$ cat src/common/bcq_pkg.sv
/*
  Package for the burst capability query table: query addresses, stored byte
  values, field positions and the read configuration field layout.
  Assumes a 16-bit data path with the table bytes on the low lanes.
*/
package bcq_pkg;
  localparam int ADDR_W = 9;
  localparam int DATA_W = 16;
  localparam int CODE_W = 3;
  localparam int ENTRY_COUNT = 4;

  localparam logic [ADDR_W-1:0] BURST_CONFIG_ENTRY_COUNT_ADDR = 9'h128;
  localparam logic [ADDR_W-1:0] BURST_CAPABILITY_ENTRY_ONE_ADDR = 9'h129;
  localparam logic [ADDR_W-1:0] BURST_CAPABILITY_ENTRY_TWO_ADDR = 9'h12a;
  localparam logic [ADDR_W-1:0] BURST_CAPABILITY_ENTRY_THREE_ADDR = 9'h12b;
  localparam logic [ADDR_W-1:0] BURST_CAPABILITY_ENTRY_FOUR_ADDR = 9'h12c;
  localparam logic [ADDR_W-1:0] PARTITION_REGION_COUNT_ADDR = 9'h12d;
  localparam logic [ADDR_W-1:0] WORD_WIDTH_ADDR = 9'h028;

  localparam logic [7:0] BURST_CONFIG_ENTRY_COUNT_VAL = 8'h04;
  localparam logic [7:0] BURST_CAPABILITY_ENTRY_ONE_VAL = 8'h01;
  localparam logic [7:0] BURST_CAPABILITY_ENTRY_TWO_VAL = 8'h02;
  localparam logic [7:0] BURST_CAPABILITY_ENTRY_THREE_VAL = 8'h03;
  localparam logic [7:0] BURST_CAPABILITY_ENTRY_FOUR_VAL = 8'h07;
  localparam logic [7:0] PARTITION_REGION_COUNT_DEFAULT = 8'h01;
  localparam logic [7:0] WORD_WIDTH_DEFAULT = 8'h01;
  localparam logic [7:0] NO_BURST_VAL = 8'h00;
  localparam logic [7:0] SINGLE_PARTITION_VAL = 8'h00;
  localparam logic [7:0] RESERVED_READ_VAL = 8'h00;

  localparam int CODE_LSB = 0;
  localparam int CODE_MSB = 2;
  localparam logic [CODE_W-1:0] CONTINUOUS_CODE = 3'h7;
  localparam logic [CODE_W-1:0] RCR_BURST_LEN_RESET = 3'h7;
  localparam logic [5:0] MAX_BURST_WORDS_CONT = 6'h00;

  localparam logic [3:0] HREG_CMD = 4'h0;
  localparam logic [3:0] HREG_STATUS = 4'h1;
  localparam logic [3:0] HREG_COUNT = 4'h2;
  localparam logic [3:0] HREG_CODES = 4'h3;
  localparam logic [3:0] HREG_RCR = 4'h4;
  localparam logic [3:0] HREG_PART = 4'h5;
  localparam logic [3:0] HREG_WIDTH = 4'h6;

  localparam int ST_BUSY = 0;
  localparam int ST_DONE = 1;
  localparam int ST_BURST_OK = 2;
  localparam int ST_SINGLE_PART = 3;
  localparam int ST_CONT_OK = 4;
  localparam int CMD_START = 0;
  localparam int CMD_SEL_LSB = 4;
  localparam int CMD_SEL_MSB = 5;
endpackage

$ cat src/common/bcq_if.sv
/*
  Query read link between the host controller and the table.
  Assumes one shared clock; reads answer one cycle after the strobe.
*/
`timescale 1ns/1ns
interface bcq_if;
  logic [8:0] qryAddr;
  logic qryRd;
  logic qryWr;
  logic [15:0] qryWrData;
  logic [15:0] qryData;
  logic qryValid;

  modport dev (input qryAddr, input qryRd, input qryWr, input qryWrData, output qryData, output qryValid);
  modport host (output qryAddr, output qryRd, output qryWr, output qryWrData, input qryData, input qryValid);
endinterface

$ cat src/logic/bcq_host.sv
/*
  Host memory controller end: walks the burst capability part of the query
  table, checks the entry count and partition count, and copies a chosen
  capability code into its read configuration setting.
  Assumes the device answers each query read in the following cycle.
*/
`timescale 1ns/1ns
module bcq_host (
  input wire logic clk,
  input wire logic resetn,
  bcq_if.host link,
  input wire logic [3:0] regAddr,
  input wire logic [31:0] regWrData,
  input wire logic regWr,
  input wire logic regRd,
  output logic [31:0] regRdData
);
  typedef enum logic [4:0] {
    IDLE = 5'h01,
    RD_WIDTH = 5'h02,
    RD_COUNT = 5'h04,
    RD_ENTRY = 5'h08,
    RD_PART = 5'h10
  } bcq_state_e;

  bcq_state_e state_ff;
  bcq_state_e nxt_state;
  logic [2:0] idx_ff;
  logic waiting_ff;
  logic busy_ff;
  logic done_ff;
  logic [7:0] count_ff;
  logic [7:0] width_ff;
  logic [7:0] part_ff;
  logic [11:0] codes_ff;
  logic [2:0] rcr_ff;
  logic [1:0] sel_ff;
  logic [31:0] rdData_ff;
  logic [8:0] addr_ff;
  logic rd_ff;

  ////////////////////////////////////////////////////////////////////////////
  // Query sequencer
  function automatic logic [8:0] entryAddr(input logic [2:0] i);
    entryAddr = bcq_pkg::BURST_CAPABILITY_ENTRY_ONE_ADDR + {6'h00, i};
  endfunction

  always_comb
  begin
    nxt_state = state_ff;
    case (state_ff)
      IDLE:
        if (regWr && regAddr == bcq_pkg::HREG_CMD && regWrData[bcq_pkg::CMD_START])
          nxt_state = RD_WIDTH;
      RD_WIDTH:
        if (link.qryValid)
          nxt_state = RD_COUNT;
      RD_COUNT:
        if (link.qryValid)
        begin
          if (link.qryData[7:0] == bcq_pkg::NO_BURST_VAL)
            nxt_state = RD_PART;
          else
            nxt_state = RD_ENTRY;
        end
      RD_ENTRY:
        if (link.qryValid && (idx_ff == 3'(bcq_pkg::ENTRY_COUNT - 1) || {5'h00, idx_ff} + 8'h01 >= count_ff))
          nxt_state = RD_PART;
      RD_PART:
        if (link.qryValid)
          nxt_state = IDLE;
      default:
        nxt_state = IDLE;
    endcase
  end

  always_ff @(posedge clk)
  begin
    if (!resetn)
      state_ff <= IDLE;
    else
      state_ff <= nxt_state;
  end

  always_ff @(posedge clk)
  begin
    if (!resetn)
    begin
      rd_ff <= 1'b0;
      addr_ff <= 9'h000;
      waiting_ff <= 1'b0;
    end
    else if (state_ff != IDLE && !waiting_ff)
    begin
      rd_ff <= 1'b1;
      waiting_ff <= 1'b1;
      case (state_ff)
        RD_WIDTH: addr_ff <= bcq_pkg::WORD_WIDTH_ADDR;
        RD_COUNT: addr_ff <= bcq_pkg::BURST_CONFIG_ENTRY_COUNT_ADDR;
        RD_ENTRY: addr_ff <= entryAddr(idx_ff);
        RD_PART: addr_ff <= bcq_pkg::PARTITION_REGION_COUNT_ADDR;
        default: addr_ff <= addr_ff;
      endcase
    end
    else
    begin
      rd_ff <= 1'b0;
      if (link.qryValid)
        waiting_ff <= 1'b0;
    end
  end

  ////////////////////////////////////////////////////////////////////////////
  // Captured table values
  always_ff @(posedge clk)
  begin
    if (!resetn)
    begin
      idx_ff <= 3'h0;
      count_ff <= 8'h00;
      width_ff <= 8'h00;
      part_ff <= 8'h00;
      codes_ff <= 12'h000;
    end
    else if (link.qryValid)
    begin
      case (state_ff)
        RD_WIDTH: width_ff <= link.qryData[7:0];
        RD_COUNT:
        begin
          count_ff <= link.qryData[7:0];
          idx_ff <= 3'h0;
          if (link.qryData[7:0] == bcq_pkg::NO_BURST_VAL)
            codes_ff <= 12'h000;
        end
        RD_ENTRY:
        begin
          codes_ff[idx_ff*3 +: 3] <= link.qryData[bcq_pkg::CODE_MSB:bcq_pkg::CODE_LSB];
          idx_ff <= idx_ff + 3'h1;
        end
        RD_PART: part_ff <= link.qryData[7:0];
        default: idx_ff <= idx_ff;
      endcase
    end
  end

  always_ff @(posedge clk)
  begin
    if (!resetn)
    begin
      busy_ff <= 1'b0;
      done_ff <= 1'b0;
    end
    else
    begin
      busy_ff <= nxt_state != IDLE;
      if (state_ff == RD_PART && link.qryValid)
        done_ff <= 1'b1;
      else if (nxt_state == RD_WIDTH && state_ff == IDLE)
        done_ff <= 1'b0;
    end
  end

  ////////////////////////////////////////////////////////////////////////////
  // Read configuration burst length
  always_ff @(posedge clk)
  begin
    if (!resetn)
    begin
      sel_ff <= 2'h0;
      rcr_ff <= bcq_pkg::RCR_BURST_LEN_RESET;
    end
    else if (regWr && regAddr == bcq_pkg::HREG_CMD)
      sel_ff <= regWrData[bcq_pkg::CMD_SEL_MSB:bcq_pkg::CMD_SEL_LSB];
    else if (done_ff && count_ff != bcq_pkg::NO_BURST_VAL && {6'h00, sel_ff} < count_ff)
      rcr_ff <= codes_ff[sel_ff*3 +: 3];
  end

  ////////////////////////////////////////////////////////////////////////////
  // Software register port
  always_ff @(posedge clk)
  begin
    if (!resetn)
      rdData_ff <= 32'h0000_0000;
    else if (regRd)
    begin
      case (regAddr)
        bcq_pkg::HREG_STATUS:
          rdData_ff <= {27'h0, codes_ff[9 +: 3] == bcq_pkg::CONTINUOUS_CODE && count_ff == 8'(bcq_pkg::ENTRY_COUNT),
                        part_ff == bcq_pkg::SINGLE_PARTITION_VAL, count_ff != bcq_pkg::NO_BURST_VAL,
                        done_ff, busy_ff};
        bcq_pkg::HREG_COUNT: rdData_ff <= {24'h000000, count_ff};
        bcq_pkg::HREG_CODES: rdData_ff <= {20'h00000, codes_ff};
        bcq_pkg::HREG_RCR: rdData_ff <= {29'h0, rcr_ff};
        bcq_pkg::HREG_PART: rdData_ff <= {24'h000000, part_ff};
        bcq_pkg::HREG_WIDTH: rdData_ff <= {24'h000000, width_ff};
        default: rdData_ff <= 32'h0000_0000;
      endcase
    end
    else
      rdData_ff <= 32'h0000_0000;
  end

  assign regRdData = rdData_ff;
  assign link.qryAddr = addr_ff;
  assign link.qryRd = rd_ff;
  assign link.qryWr = 1'b0;
  assign link.qryWrData = 16'h0000;
endmodule // bcq_host

$ cat src/flat_wrapper.sv
// flat-port wrapper written by rule: the top's interface ports become plain ports
module bcq_host_flat 
  (clk, resetn, regAddr, regWrData, regWr, regRd, regRdData, link_qryAddr, link_qryRd, link_qryWr, link_qryWrData, link_qryData, link_qryValid);
  bcq_if link_i ();
  input wire logic clk;
  input wire logic resetn;
  input wire logic [3:0] regAddr;
  input wire logic [31:0] regWrData;
  input wire logic regWr;
  input wire logic regRd;
  output logic [31:0] regRdData;
  output wire logic [$bits(link_i.qryAddr)-1:0] link_qryAddr;
  output wire logic [$bits(link_i.qryRd)-1:0] link_qryRd;
  output wire logic [$bits(link_i.qryWr)-1:0] link_qryWr;
  output wire logic [$bits(link_i.qryWrData)-1:0] link_qryWrData;
  input wire logic [$bits(link_i.qryData)-1:0] link_qryData;
  input wire logic [$bits(link_i.qryValid)-1:0] link_qryValid;
  assign link_qryAddr = link_i.qryAddr;
  assign link_qryRd = link_i.qryRd;
  assign link_qryWr = link_i.qryWr;
  assign link_qryWrData = link_i.qryWrData;
  assign link_i.qryData = link_qryData;
  assign link_i.qryValid = link_qryValid;
  bcq_host u_core (.clk(clk), .resetn(resetn), .link(link_i), .regAddr(regAddr), .regWrData(regWrData), .regWr(regWr), .regRd(regRd), .regRdData(regRdData));
endmodule
$ cat config.mk
export PLATFORM = sky130hd
export DESIGN_NAME = bcq_host_flat
export DESIGN_NICKNAME = d
export VERILOG_FILES = /design/src/common/bcq_pkg.sv /design/src/common/bcq_if.sv /design/src/logic/bcq_host.sv /design/src/flat_wrapper.sv
export SDC_FILE = /design/constraint.sdc
export NUM_CORES = 1
export LEC_CHECK = 0
export ABC_CLOCK_PERIOD_IN_PS = 2700
export BUFFER_PORTS_ARGS = -buffer_cell sky130_fd_sc_hd__buf_2
export CORE_MARGIN = 10
export CORE_UTILIZATION = 52
export DETAILED_ROUTE_END_ITERATION = 12
export HOLD_SLACK_MARGIN = 0.08
export PLACE_DENSITY_LB_ADDON = 0.15
export SYNTH_ARGS = -nofsm -noshare
export SYNTH_HDL_FRONTEND = slang
export SYNTH_SLANG_ARGS = --single-unit
$ cat constraint.sdc
create_clock -name clk -period 2.7 [get_ports clk]
set_clock_uncertainty 0.15 [all_clocks]
set_input_delay 0 -clock clk [delete_from_list [all_inputs] [get_ports clk]]
set_output_delay 0 -clock clk [all_outputs]
set_load 0.01 [all_outputs]
# After elaboration in Yosys (flattened, before gate mapping)

Index checks and enable logic that the tools add are counted.

Bits in registers: 94
Input bits: 57
Output and inout port bits: 59
Word-level logic and storage cells: 89

$add $sub $neg: 4
Multiply operators: 2
$lt $le $gt $ge: 2
Equal/unequal tests: 18
Shifts and indexed selects: 3
Muxes and demuxes: 18
Bitwise operators: 1
Reductions and logical operators: 27

Operators with widths:

| cell                                                  | number |
|---|---|
| one-hot mux 12 bit (6 select lines)                   | 1 |
| one-hot mux 9 bit (4 select lines)                    | 1 |
| negator 5 -> 34 bit                                   | 1 |
| variable shift 3 x 34 -> 12 bit, first input constant | 1 |
| indexed part select 3 x 34 -> 12 bit                  | 1 |
| two-way mux 5 bit                                     | 6 |
| one-hot mux 5 bit (5 select lines)                    | 1 |
| one-hot mux 12 bit (2 select lines)                   | 1 |
| zero test 8 bit                                       | 2 |
| AND reduction 2 bit                                   | 7 |
| bitwise mux 12 bit                                    | 1 |
| == test 4 x 3 -> 1 bit, second input constant         | 3 |
| two-way mux 12 bit                                    | 1 |
| indexed part select 12 x 5 -> 3 bit                   | 1 |
| == test 5 x 2 -> 1 bit, second input constant         | 2 |
| != test 5 x 1 -> 1 bit, second input constant         | 2 |
| adder 9 x 3 -> 9 bit, first input constant            | 1 |
| logical AND 1 bit                                     | 9 |
| == test 4 x 2 -> 1 bit, second input constant         | 2 |
| == test 8 x 3 -> 1 bit, second input constant         | 1 |
| >= comparator 8 bit                                   | 1 |
| less-than comparator 2 x 8 -> 1 bit                   | 1 |
| nonzero test 8 bit                                    | 1 |
| one-hot mux 3 bit (2 select lines)                    | 1 |
| other kinds (20)                                      | 26 |

# Logic depth before layout (Yosys ltp)

Gate-level depths: netlist of the first run.

Depth after elaboration: 10
Gate-level depth with buffers: 9
Depth with buffers taken out: 9

# Least setup slack after synthesis of the first run

No wires, ideal clock.

Kind: reg-to-reg
Start point: reg u_core.idx_ff[0]
End point: reg u_core.state_ff[1]
Setup time: 0.080 ns
Data arrival time: 2.183 ns
Data required time: 2.470 ns
Setup slack: 0.287 ns
Stages on the path, launching flop included: 9
Path buffers: 0
Period minus slack after synthesis: 2.413 ns
Cells stage by stage: dfxtp_1 -> inv_1 -> ha_1 -> ha_1 -> nor2b_1 -> o31ai_1 -> a21oi_1 -> o311a_1 -> nor3b_1

Cells in the longest elaborated chain, start to end: 6
Elaborated cells on any way between the ends: 7
Classes of those cells: add/sub (1); order compare (1); eq/ne (1); mux (2); reduce/logical (2)

RTL lines:

| element                              | RTL line        | RTL |
|---|---|---|
| from (decl)                          | bcq_host.sv:28  | `logic [2:0] idx_ff;` |
| from (signal assigned)               | bcq_host.sv:139 | `idx_ff <= idx_ff + 3'h1;` |
| from (signal assigned)               | bcq_host.sv:142 | `default: idx_ff <= idx_ff;` |
| adder 3 x 1 -> 4 bit                 | bcq_host.sv:67  | `if (link.qryValid && (idx_ff == 3'(bcq_pkg::ENTRY_COUNT - 1) \|\| {5'h00, idx_ff} + 8'h01 >= count_ff))` |
| >= comparator 8 bit                  | bcq_host.sv:67  |  |
| logical OR 1 bit *                   | bcq_host.sv:67  |  |
| logical AND 1 bit *                  | bcq_host.sv:67  |  |
| two-way mux 5 bit *                  | bcq_host.sv:67  |  |
| one-hot mux 5 bit (5 select lines) * | bcq_host.sv:51  | `case (state_ff)` |
| to (signal assigned)                 | bcq_host.sv:82  | `state_ff <= nxt_state;` |
| to (decl)                            | bcq_host.sv:26  | `bcq_state_e state_ff;` |

Every way passes the cells marked *; elsewhere a longest branch is shown, timed or not.
A chain may end at the register's enable or synchronous reset.

# Final worst setup path of the first run

Start point: reg u_core.idx_ff[1]
End point: reg u_core.state_ff[1]

Same word-level chain as after synthesis.

==> results of run 1 <==
cell families (layout without fill, tap and decap cells):
family | count (synthesis) | after routing
and+or+nand+nor | 159 | 159
AOI/OAI and AO/OA | 75 | 75
DFF | 72 | 72
buffers and inverters | 70 | 90
muxes | 44 | 44
adders and majority gates | 12 | 12
xor gates and xnor gates | 2 | 2
other | 1 | 39
per-layer routing:
layer	part of all wire	GRT usage	wire length (microns)	vias up
met4	0.011	0.04739	106	0
li1	-	-	-	1556
met2	0.44	0.2513	4375	114
met5	0	0	0	-
met3	0.086	0.04970	844	9
met1	0.46	0.2301	4507	1514
power by group through the flow:
stage | logic (uW) | registers [uW] | clock network, uW
2_1_floorplan | 138 | 1100 | 0
5_1_grt | 181 | 1080 | 923
3_5_place_dp | 138 | 1100 | 0
6_report | 164 | 1070 | 875
3_3_place_gp | 137 | 1100 | 0
4_1_cts | 160 | 1070 | 882
worst max path at each step:
stage | from | to | slack [ps]
final | u_core.idx_ff[1]$_SDFFE_PN0P_ | u_core.state_ff[1]$_SDFF_PN0_ | 220
after global routing | u_core.idx_ff[1]$_SDFFE_PN0P_ | u_core.state_ff[1]$_SDFF_PN0_ | 30
after CTS | u_core.idx_ff[1]$_SDFFE_PN0P_ | u_core.state_ff[1]$_SDFF_PN0_ | 210
after detailed placement | u_core.idx_ff[0]$_SDFFE_PN0P_ | u_core.state_ff[1]$_SDFF_PN0_ | 250
after global placement | u_core.idx_ff[1]$_SDFFE_PN0P_ | u_core.state_ff[1]$_SDFF_PN0_ | 270
after floorplan | u_core.idx_ff[0]$_SDFFE_PN0P_ | u_core.state_ff[1]$_SDFF_PN0_ | 290
cell usage after synthesis, types with 2 or more instances:
library cell	count	area (sq um)
a2bb2oi_1	2	17.52
and2_1	9	56.30
nor3_1	5	25.02
buf_2	6	30.03
nor2b_1	34	212.7
mux4_2	3	67.56
a211oi_1	3	22.52
a21oi_1	14	70.07
and3b_1	2	17.52
and3_1	13	81.33
nor3b_1	2	15.01
mux2i_1	39	390.4
o21ai_0	13	65.06
nor2_1	17	63.81
o31ai_1	3	22.52
nand3_1	6	30.03
nor4_1	5	31.28
o311a_1	3	30.03
or2b_1	3	22.52
a211o_1	2	17.52
or4_1	2	15.01
or4_4	2	22.52
a21boi_0	4	30.03
dfxtp_1	72	1441
buf_4	39	292.8
nand3b_1	2	15.01
a22oi_1	7	52.55
a311oi_1	2	17.52
clkbuf_1	12	45.04
a32oi_1	4	35.03
nand2_1	43	161.4
o22ai_1	3	18.77
ha_1	12	150.1
a21o_1	2	15.01
a32o_1	3	30.03
or2_2	3	18.77
mux2_2	2	22.52
a31oi_1	3	18.77
inv_1	12	45.04
worst min-delay path: stages:
cell	delay [ps]
buf_2	100
and3_1	230
nand2_1	100
nand2_1	60
nand3_1	70
what timing repair did:
item | in CTS | in global routing
buffers inserted | 0 | 0
hold buffers | 20 | 0
endpoints found under the hold margin | 64 | 0
state kept, by name, summed over array words and instances (netlist names), 2 cells and up:
name and cells:
u_core.link.qryAddr 7, u_core.idx_ff 3, u_core.rcr_ff 3, u_core.part_ff 8
u_core.regRdData 12, u_core.state_ff 5, u_core.width_ff 8, u_core.count_ff 8
u_core.sel_ff 2, u_core.codes_ff 12
stage by stage:
step	cell area, sq um	setup WS (ps)	hold WS (ps)
6_report	4457	223.8	84.41
2_1_floorplan	4089	287.1	9.117
3_5_place_dp	4059	247.7	119.3
5_1_grt	4457	34.68	132.5
4_1_cts	4457	212.2	80.76
3_3_place_gp	4059	266.5	110.9
layout make-up:
type / instances / area (sq um) / share of cell area
inverter: 12 / 45.04 / 0.01011
clock inverter: 5 / 56.30 / 0.01263
multi-input combinational: 331 / 2231 / 0.5006
sequential: 72 / 1441 / 0.3234
tap: 99 / 123.9 / 0.02779
timing repair buffer: 62 / 417.9 / 0.09377
clock buffer: 11 / 141.4 / 0.03172
==> summary.txt, run 1 <==
Placer Congestion = 0.8516
Synth Area in Simple Gates = 0.2280
Synthesis Warnings = 0
Post-CTS sizing = 0
Reg2Reg Setup Slack = 220 ps
Slowest CP cell = dfxtp_1
Clk buf depth = 2
Synth Cell Area = 3946 sq um
GR Overflow Total = 0
Crit. path cell count = 9
Synth Register Bits = 72
CTS tree = built
First-pass GRT wire length = 15.69 mm
Crit Reg-Reg Endpoint = u_core.state_ff[1]$_SDFF_PN0_
Cells after Synth = 435
Die W = 107.1 microns
Class of the tightest hold or removal check = input port to flop
Clock group share of total power = 0.414
Post-DRT Antenna Nets = 0
Compound-Gate Fraction of Synth Area = 0.1360
I/O pin cnt = 116
Pwr per Cell Area = 474.1 nW/um^2
Post-synthesis sequential area ratio = 0.3653
Clock Root Buffer = clkbuf_8
Tot GR Track Use = 0.1687
Max_cap viols = 0
Hold Path Sink = u_core.state_ff[0]$_SDFF_PN1_
DR vias/cell = 5.394
Largest net degree at the start of global routing = 65
Min-delay src = regWr
Measured slew at the worst slew-check pin = 697.3 ps
RSZ-0062 raised after global routing = no
Placement Rows = 31
Synthesized-area fraction occupied by adder cells = 0.03805
Initial antenna violation count = 0
Xor and xnor fraction of the mapped netlist area = 0.004439
HPWL after DPL = 7.189 mm
Clk Latency, worst-skew pair = 350 ps
Crit end category = flop
Vias = 3,193
Initial Utilization = 0.5383
Fill cells = 657
Sw frac = 0.2521
Core box area = 7331 sq um
H-tree levels = 3
RR Startpoint = u_core.idx_ff[1]$_SDFFE_PN0P_
Async SR Flop Fraction = 0
Die Area = 11,470 sq um
Int Pwr = 1580 uW
Max Slew Vio Count = 0
Total Wirelength = 9.833 mm
Antenna diodes = 0
Drt wl/cell = 16.61 microns
Net Sw Power = 532.5 uW
WP data required = 2830 ps
Number of global-route vias before repair = 3,011
CTS clk-pin slew, worst paths = 80 ps
Final Power = 2113 uW
Most frequent cells in the layout = 72 x dfxtp_1, 43 x nand2_1, 39 x mux2i_1, 39 x conb_1, 39 x buf_2
Number of placed instances, taps included = 556
Fmax = 0.4038 GHz
Power share of the combinational group = 0.078
Status = complete, no violations
Hold path cells = 5
CP max FO = 7
Proportion of synthesized area in mux cells = 0.1218
Final setup violation count = 0
Final std cells w/o fill = 592
Post-synth EDFFs = 0
Delay-heaviest family, CP = adder cells
Tcrit/Tclk final = 0.9171
Leakage = 0.001998 uW
Final Hold Fails = 0
Post-layout nets = 557
1st-iter DRT viols = 206
Register share of total power = 0.508
Syn Area/Cell = 9.072 sq um
R2R depth = 9
CTS Sinks = 72
Distinct cells, synth = 61
Die Span Y = 107.1 microns
DRC = 0
Final setup TNS = 0 ps
Sequence of cells on the critical path = ha_1, ha_1, inv_1, ha_1, and3_1, o21ai_0, a21oi_1, o311a_1, nor3b_1
Number of port buffers = 39
CP arrival = 2610 ps
Initial DRT Pass Iterations = 4
Prevailing post-synth register cell = dfxtp_1
Commonest non-fill, non-tap cell in the layout = dfxtp_1
Syn-to-layout area delta = 12.94%
CP bufs+invs = 1
TritonCTS Buffers = 9
Startpoint Class = flop
Largest family of logic cells by synthesized area = simple AND/OR/NAND/NOR gates
CP peak stage delay = 370 ps
Peak VDD IR = 0.2350 mV
Post-Route Utilization = 0.6080
Crit path kind = flop to flop
Max-slew headroom at the worst pin = 0.5340
Tmin final = 2476 ps
CP most frequent cell = ha_1
Share of layout cells above drive strength 1 = 0.1542
Power figures use the tool's default switching activity.
==> run 2, diff against run 1 <==
ABC_CLOCK_PERIOD_IN_PS = not set   (was 2700)
CORE_UTILIZATION = 56   (was 52)
clock period = 3 ns   (was 2.7 ns; I/O delays follow)
==> run 2 against run 1 <==
  * Wire length shrank 2.2%
  * Count of clock-buffer cells in the layout down 1
  * Total power shrank 13%
==> summary.txt, run 2 (synthesis gave the netlist of run 1 again) <==
Number of port buffers = 39 (unchanged)
WP data required = 3120 ps (was 2830 ps)
Post-CTS Setup Bufs = 0 (unchanged)
DR vias/cell = 5.483 (was 5.394)
CP max FO = 10 (was 7)
Max_cap viols = 0 (unchanged)
First-pass GRT wire length = 15.66 mm (was 15.69 mm)
Tmin final = 2737 ps (was 2476 ps)
Initial Utilization = 0.5777 (was 0.5383)
Measured slew at the worst slew-check pin = 681.0 ps (was 697.3 ps)
Post-DRT Antenna Nets = 0 (unchanged)
Clk Latency, worst-skew pair = 340 ps (was 350 ps)
Leakage = 0.001969 uW (was 0.001998 uW)
Placement Rows = 30 (was 31)
Total Wirelength = 9.612 mm (was 9.833 mm)
1st-iter DRT viols = 316 (was 206)
Peak VDD IR = 0.2327 mV (was 0.2350 mV)
Syn-to-layout area delta = 11.64% (was 12.94%)
Initial DRT Pass Iterations = 5 (was 4)
Most frequent cells in the layout = 72 x dfxtp_1, 43 x nand2_1, 39 x mux2i_1, 39 x conb_1, 39 x buf_2 (unchanged)
Drt wl/cell = 16.46 microns (was 16.61 microns)
Post-layout nets = 554 (was 557)
DRC = 0 (unchanged)
CP arrival = 2850 ps (was 2610 ps)
Number of global-route vias before repair = 3,011 (unchanged)
Fill cells = 603 (was 657)
CTS tree = built (unchanged)
Crit path kind = flop to flop (unchanged)
CP bufs+invs = 1 (unchanged)
CP peak stage delay = 530 ps (was 370 ps)
Initial antenna violation count = 0 (unchanged)
CTS clk-pin slew, worst paths = 70 ps (was 80 ps)
Post-CTS sizing = 0 (unchanged)
Core box area = 6832 sq um (was 7331 sq um)
HPWL after DPL = 7.015 mm (was 7.189 mm)
GR Overflow Total = 0 (unchanged)
Vias = 3,202 (was 3,193)
CTS Sinks = 72 (unchanged)
Crit end category = flop (unchanged)
Status = complete, no violations (unchanged)
Final Hold Fails = 0 (unchanged)
Clock Root Buffer = clkbuf_8 (unchanged)
Slowest CP cell = dfxtp_1 (unchanged)
Placer Congestion = 0.8841 (was 0.8516)
Tot GR Track Use = 0.1728 (was 0.1687)
RSZ-0062 raised after global routing = no (unchanged)
Area of the multi-input gates = 2231 sq um (unchanged)
I/O pin cnt = 116 (unchanged)
Number of placed instances, taps included = 551 (was 556)
Class of the tightest hold or removal check = input port to flop (unchanged)
Largest net degree at the start of global routing = 57 (was 65)
Max Slew Vio Count = 0 (unchanged)
Final std cells w/o fill = 584 (was 592)
Startpoint Class = flop (unchanged)
H-tree levels = 3 (unchanged)
Die W = 103.9 microns (was 107.1 microns)
Die Span Y = 103.9 microns (was 107.1 microns)
Fmax = 0.3653 GHz (was 0.4038 GHz)
Commonest non-fill, non-tap cell in the layout = dfxtp_1 (unchanged)
Sequence of cells on the critical path = inv_1, ha_1, ha_1, nor2b_1, o31ai_1, a21oi_1, o311a_1, nor3b_1 (was ha_1, ha_1, inv_1, ha_1, and3_1, o21ai_0, a21oi_1, o311a_1, nor3b_1)
Final setup violation count = 0 (unchanged)
Final setup TNS = 0 ps (unchanged)
Tcrit/Tclk final = 0.9124 (was 0.9171)
Die Area = 10,800 sq um (was 11,470 sq um)
Antenna diodes = 0 (unchanged)
Delay-heaviest family, CP = compound AO/OA/AOI/OAI gates (was adder cells)
Clk buf depth = 2 (unchanged)
CP most frequent cell = ha_1 (unchanged)
Share of layout cells above drive strength 1 = 0.1475 (was 0.1542)
TritonCTS Buffers = 9 (unchanged)
Pwr per Cell Area = 415.7 nW/um^2 (was 474.1 nW/um^2)
Max-slew headroom at the worst pin = 0.5449 (was 0.5340)
FF/Latch Area = 1441 sq um (unchanged)
## run 2: stage by stage
step	hold WS, ps	setup slack, ps	cell area [sq um]	power [uW]	util
6_report	96.57	262.8	4405	1832	0.6449
5_1_grt	138.7	78.74	4405	1903	0.6449
4_1_cts	97.04	269.8	4405	1839	0.6449
3_5_place_dp	106.2	287.5	4040	1112	0.5914
3_3_place_gp	103.2	364.9	4040	1111	0.5914
2_1_floorplan	9.117	587.1	4089	1113	-
## run 2: where the power goes
group	total (uW)	internal (uW)	switching, uW
logic	147	55.4	91.7
clock network	717	372	345
registers	967	961	6.14
total	1830	1390	443
## run 2: layout make-up
class / instances / area share
inverters: 12 / 0.01022
clock inverters: 4 / 0.01079
well taps: 96 / 0.02726
multi-input cells: 331 / 0.5064
repair buffers: 59 / 0.08918
clock buffers: 10 / 0.02897
flip-flops and latches: 72 / 0.3272
## run 2: layer usage
layer	vias to the layer above	wire length, microns	global-route usage
met3	15	836	0.05452
met5	-	0	0
met4	0	127	0.04970
met1	1494	4489	0.2362
li1	1559	-	-
met2	134	4159	0.2532
## run 2: worst paths after layout
| check | from | endpoint | slack [ps] | cells past startpoint |
|---|---|---|---|---|
| min | regWr | u_core.state_ff[0]$_SDFF_PN1_ | 100 | 5 |
| max | u_core.idx_ff[0]$_SDFFE_PN0P_ | u_core.state_ff[1]$_SDFF_PN0_ | 260 | 8 |
| max reg2reg | u_core.idx_ff[0]$_SDFFE_PN0P_ | u_core.state_ff[1]$_SDFF_PN0_ | 260 | 8 |
| min reg2reg | u_core.link.qryAddr[5]$_SDFFE_PN0P_ | u_core.link.qryAddr[5]$_SDFFE_PN0P_ | 310 | 2 |
## run 2: timing repair
action | in CTS | in global routing
setup endpoints to repair | 0 | 0
hold buffers | 19 | 0
hold endpoints to repair | 62 | 0
## run 2: tightest hold or removal path: stages
cell and delay [ps]:
buf_2 90, and3_1 230, nand2_1 100, nand2_1 50, nand3_1 70
==> run 3, diff against run 2 <==
CORE_UTILIZATION = 58   (was 56)
CTS_BUF_LIST = sky130_fd_sc_hd__clkbuf_4   (was not set)
SLEW_MARGIN = 0   (was not set)
==> run 3 against run 2 <==
  * Cell area grew 0.54%
  * Core utilization grew 1.4 points
  * Register-to-register slack is essentially flat
  * Non-clock buffer count grew 12
  * Die area shrank 2.8%
  * Critical path type unchanged
  * Maximum frequency shrank 0.11%
  * Global-route usage grew 0.74 points
  * Sequential share of layout area shrank 0.15 points
  * Count of clock-buffer cells in the layout is the same
==> summary.txt, run 3 (synthesis gave the netlist of run 1 again) <==
Syn-to-layout area delta = 12.24% (was 11.64%)
Core box area = 6719 sq um (was 6832 sq um)
Number of placed instances, taps included = 536 (was 551)
Placement Rows = 30 (unchanged)
Crit path kind = flop to flop (unchanged)
CP max FO = 10 (unchanged)
Slowest CP cell = dlygate4sd3_1 (was dfxtp_1)
Hold path cells = 4 (was 5)
Clock Root Buffer = clkbuf_4 (was clkbuf_8)
TritonCTS Buffers = 9 (unchanged)
Share of layout cells above drive strength 1 = 0.1477 (was 0.1475)
DRC = 0 (unchanged)
Leakage = 0.001999 uW (was 0.001969 uW)
Initial Utilization = 0.5873 (was 0.5777)
Min-delay src = regWr (unchanged)
Dpl ws = 379.8 ps (was 287.5 ps)
Number of port buffers = 39 (unchanged)
Reg2Reg Setup Slack = 260 ps (about the same)
Largest net degree at the start of global routing = 65 (was 57)
WP data required = 3230 ps (was 3120 ps)
Max-slew headroom at the worst pin = 0.5528 (was 0.5449)
CTS Sinks = 72 (unchanged)
HPWL after DPL = 6.877 mm (was 7.015 mm)
Status = complete, no violations (unchanged)
Die Span Y = 102.5 microns (was 103.9 microns)
GR Overflow Total = 0 (unchanged)
First-pass GRT wire length = 14.90 mm (was 15.66 mm)
Startpoint Class = flop (unchanged)
Placer Congestion = 0.8902 (was 0.8841)
Die Area = 10,500 sq um (was 10,800 sq um)
Final Power = 1625 uW (was 1832 uW)
Max Slew Vio Count = 0 (unchanged)
Crit end category = flop (unchanged)
Final Hold Fails = 0 (unchanged)
Clk Latency, worst-skew pair = 430 ps (was 340 ps)
Max_cap viols = 0 (unchanged)
Initial DRT Pass Iterations = 4 (was 5)
H-tree levels = 3 (unchanged)
Post-layout nets = 566 (was 554)
Total Wirelength = 9.545 mm (was 9.612 mm)
CP bufs+invs = 3 (was 1)
CTS clk-pin slew, worst paths = 110 ps (was 70 ps)
Final setup TNS = 0 ps (unchanged)
Tot GR Track Use = 0.1802 (was 0.1728)
DR vias/cell = 5.492 (was 5.483)
Delay-heaviest family, CP = buffers and inverters (was compound AO/OA/AOI/OAI gates)
Tcrit/Tclk final = 0.9135 (was 0.9124)
Final std cells w/o fill = 581 (was 584)
Commonest non-fill, non-tap cell in the layout = dfxtp_1 (unchanged)
Post-DRT Antenna Nets = 0 (unchanged)
Sequence of cells on the critical path = inv_1, ha_1, buf_4, nor4_1, nand2_1, or3_1, o22ai_1, dlygate4sd3_1 (was inv_1, ha_1, ha_1, nor2b_1, o31ai_1, a21oi_1, o311a_1, nor3b_1)
1st-iter DRT viols = 250 (was 316)
Tmin final = 2740 ps (was 2737 ps)
RR Startpoint = u_core.idx_ff[0]$_SDFFE_PN0P_ (unchanged)
Peak VDD IR = 0.2118 mV (was 0.2327 mV)
CP peak stage delay = 570 ps (was 530 ps)
Initial antenna violation count = 0 (unchanged)
Measured slew at the worst slew-check pin = 669.2 ps (was 681.0 ps)
R2R depth = 8 (unchanged)
Post-CTS Setup Bufs = 0 (unchanged)
Crit. path cell count = 8 (unchanged)
Number of global-route vias before repair = 2,870 (was 3,011)
Die W = 102.5 microns (was 103.9 microns)
Drt wl/cell = 16.43 microns (was 16.46 microns)
Most frequent cells in the layout = 71 x dfxtp_1, 43 x nand2_1, 39 x mux2i_1, 39 x conb_1, 39 x buf_2 (was 72 x dfxtp_1, 43 x nand2_1, 39 x mux2i_1, 39 x conb_1, 39 x buf_2)
CTS tree = built (unchanged)
WHS = 110.3 ps (was 96.57 ps)
Antenna diodes = 0 (unchanged)
Final setup violation count = 0 (unchanged)
Clk buf depth = 2 (unchanged)
Vias = 3,191 (was 3,202)
RSZ-0062 raised after global routing = no (unchanged)
Fill cells = 581 (was 603)
Pwr per Cell Area = 367.0 nW/um^2 (was 415.7 nW/um^2)
Final WS setup = 259.6 ps (was 262.8 ps)
Hold Path Sink = u_core.state_ff[1]$_SDFF_PN0_ (was u_core.state_ff[0]$_SDFF_PN1_)
Class of the tightest hold or removal check = input port to flop (unchanged)
CP arrival = 2970 ps (was 2850 ps)
Crit Reg-Reg Endpoint = u_core.codes_ff[2]$_SDFFE_PN0P_ (was u_core.state_ff[1]$_SDFF_PN0_)
Fmax = 0.3649 GHz (was 0.3653 GHz)
I/O pin cnt = 116 (unchanged)
[run 3: changes by cell type in the layout (fill, tap and decap cells not counted), sizes merged]
| cell | change |
|---|---|
| dlygate4sd3 | +11 |
| buf | +1 |
| bufinv | -1 |
| clkinv | +2 |
[run 3: layer usage]
layer / share of wire / track usage
met1: 0.47 / 0.2528
met2: 0.44 / 0.2596
met3: 0.077 / 0.03922
met4: 0.013 / 0.07375
met5: 0 / 0
[run 3: how the worst max path moves through the flow]
| stage | start | endpoint | slack, ps |
|---|---|---|---|
| 6_report | u_core.idx_ff[0]$_SDFFE_PN0P_ | u_core.codes_ff[2]$_SDFFE_PN0P_ | 260 |
| 5_1_grt | u_core.idx_ff[0]$_SDFFE_PN0P_ | u_core.codes_ff[2]$_SDFFE_PN0P_ | 150 |
| 4_1_cts | u_core.idx_ff[0]$_SDFFE_PN0P_ | u_core.codes_ff[2]$_SDFFE_PN0P_ | 140 |
| 3_5_place_dp | u_core.idx_ff[0]$_SDFFE_PN0P_ | u_core.state_ff[1]$_SDFF_PN0_ | 380 |
| 3_3_place_gp | u_core.idx_ff[0]$_SDFFE_PN0P_ | u_core.state_ff[1]$_SDFF_PN0_ | 430 |
| 2_1_floorplan | u_core.idx_ff[0]$_SDFFE_PN0P_ | u_core.state_ff[1]$_SDFF_PN0_ | 590 |
[run 3: tightest hold or removal path, cell delays in order]
cell and delay (ps):
buf_2 90, and3_1 240, a31oi_1 260, nor3b_1 70
[run 3: area by class of cell]
type | instances | area, sq um | area share
sequential | 72 | 1443 | 0.3257
clock buffer | 10 | 75.07 | 0.01695
clock inverter | 5 | 25.02 | 0.005650
inverter | 12 | 45.04 | 0.01017
tap | 80 | 100.1 | 0.02260
timing repair buffer | 71 | 510.5 | 0.1153
multi-input combinational | 331 | 2231 | 0.5037
[run 3: through the flow]
| step | area (sq um) | utilization |
|---|---|---|
| floorplan | 4089 | - |
| global placement | 4028 | 0.5994 |
| detailed placement | 4028 | 0.5994 |
| CTS | 4428 | 0.6590 |
| global route | 4429 | 0.6592 |
| finish | 4429 | 0.6592 |
[run 3: report_power, final]
group	switching (uW)	total [uW]	leakage (uW)	internal, uW
sequential	6.10	968	0.000581	961
combinational	91.0	148	0.00136	56.9
clock	343	510	0.0000571	167
[run 3: timing repair]
item	in CTS	in global routing
hold buffers	30	0
resized for setup	0	1
hold endpoints to repair	71	0
endpoints found under the setup margin	0	1
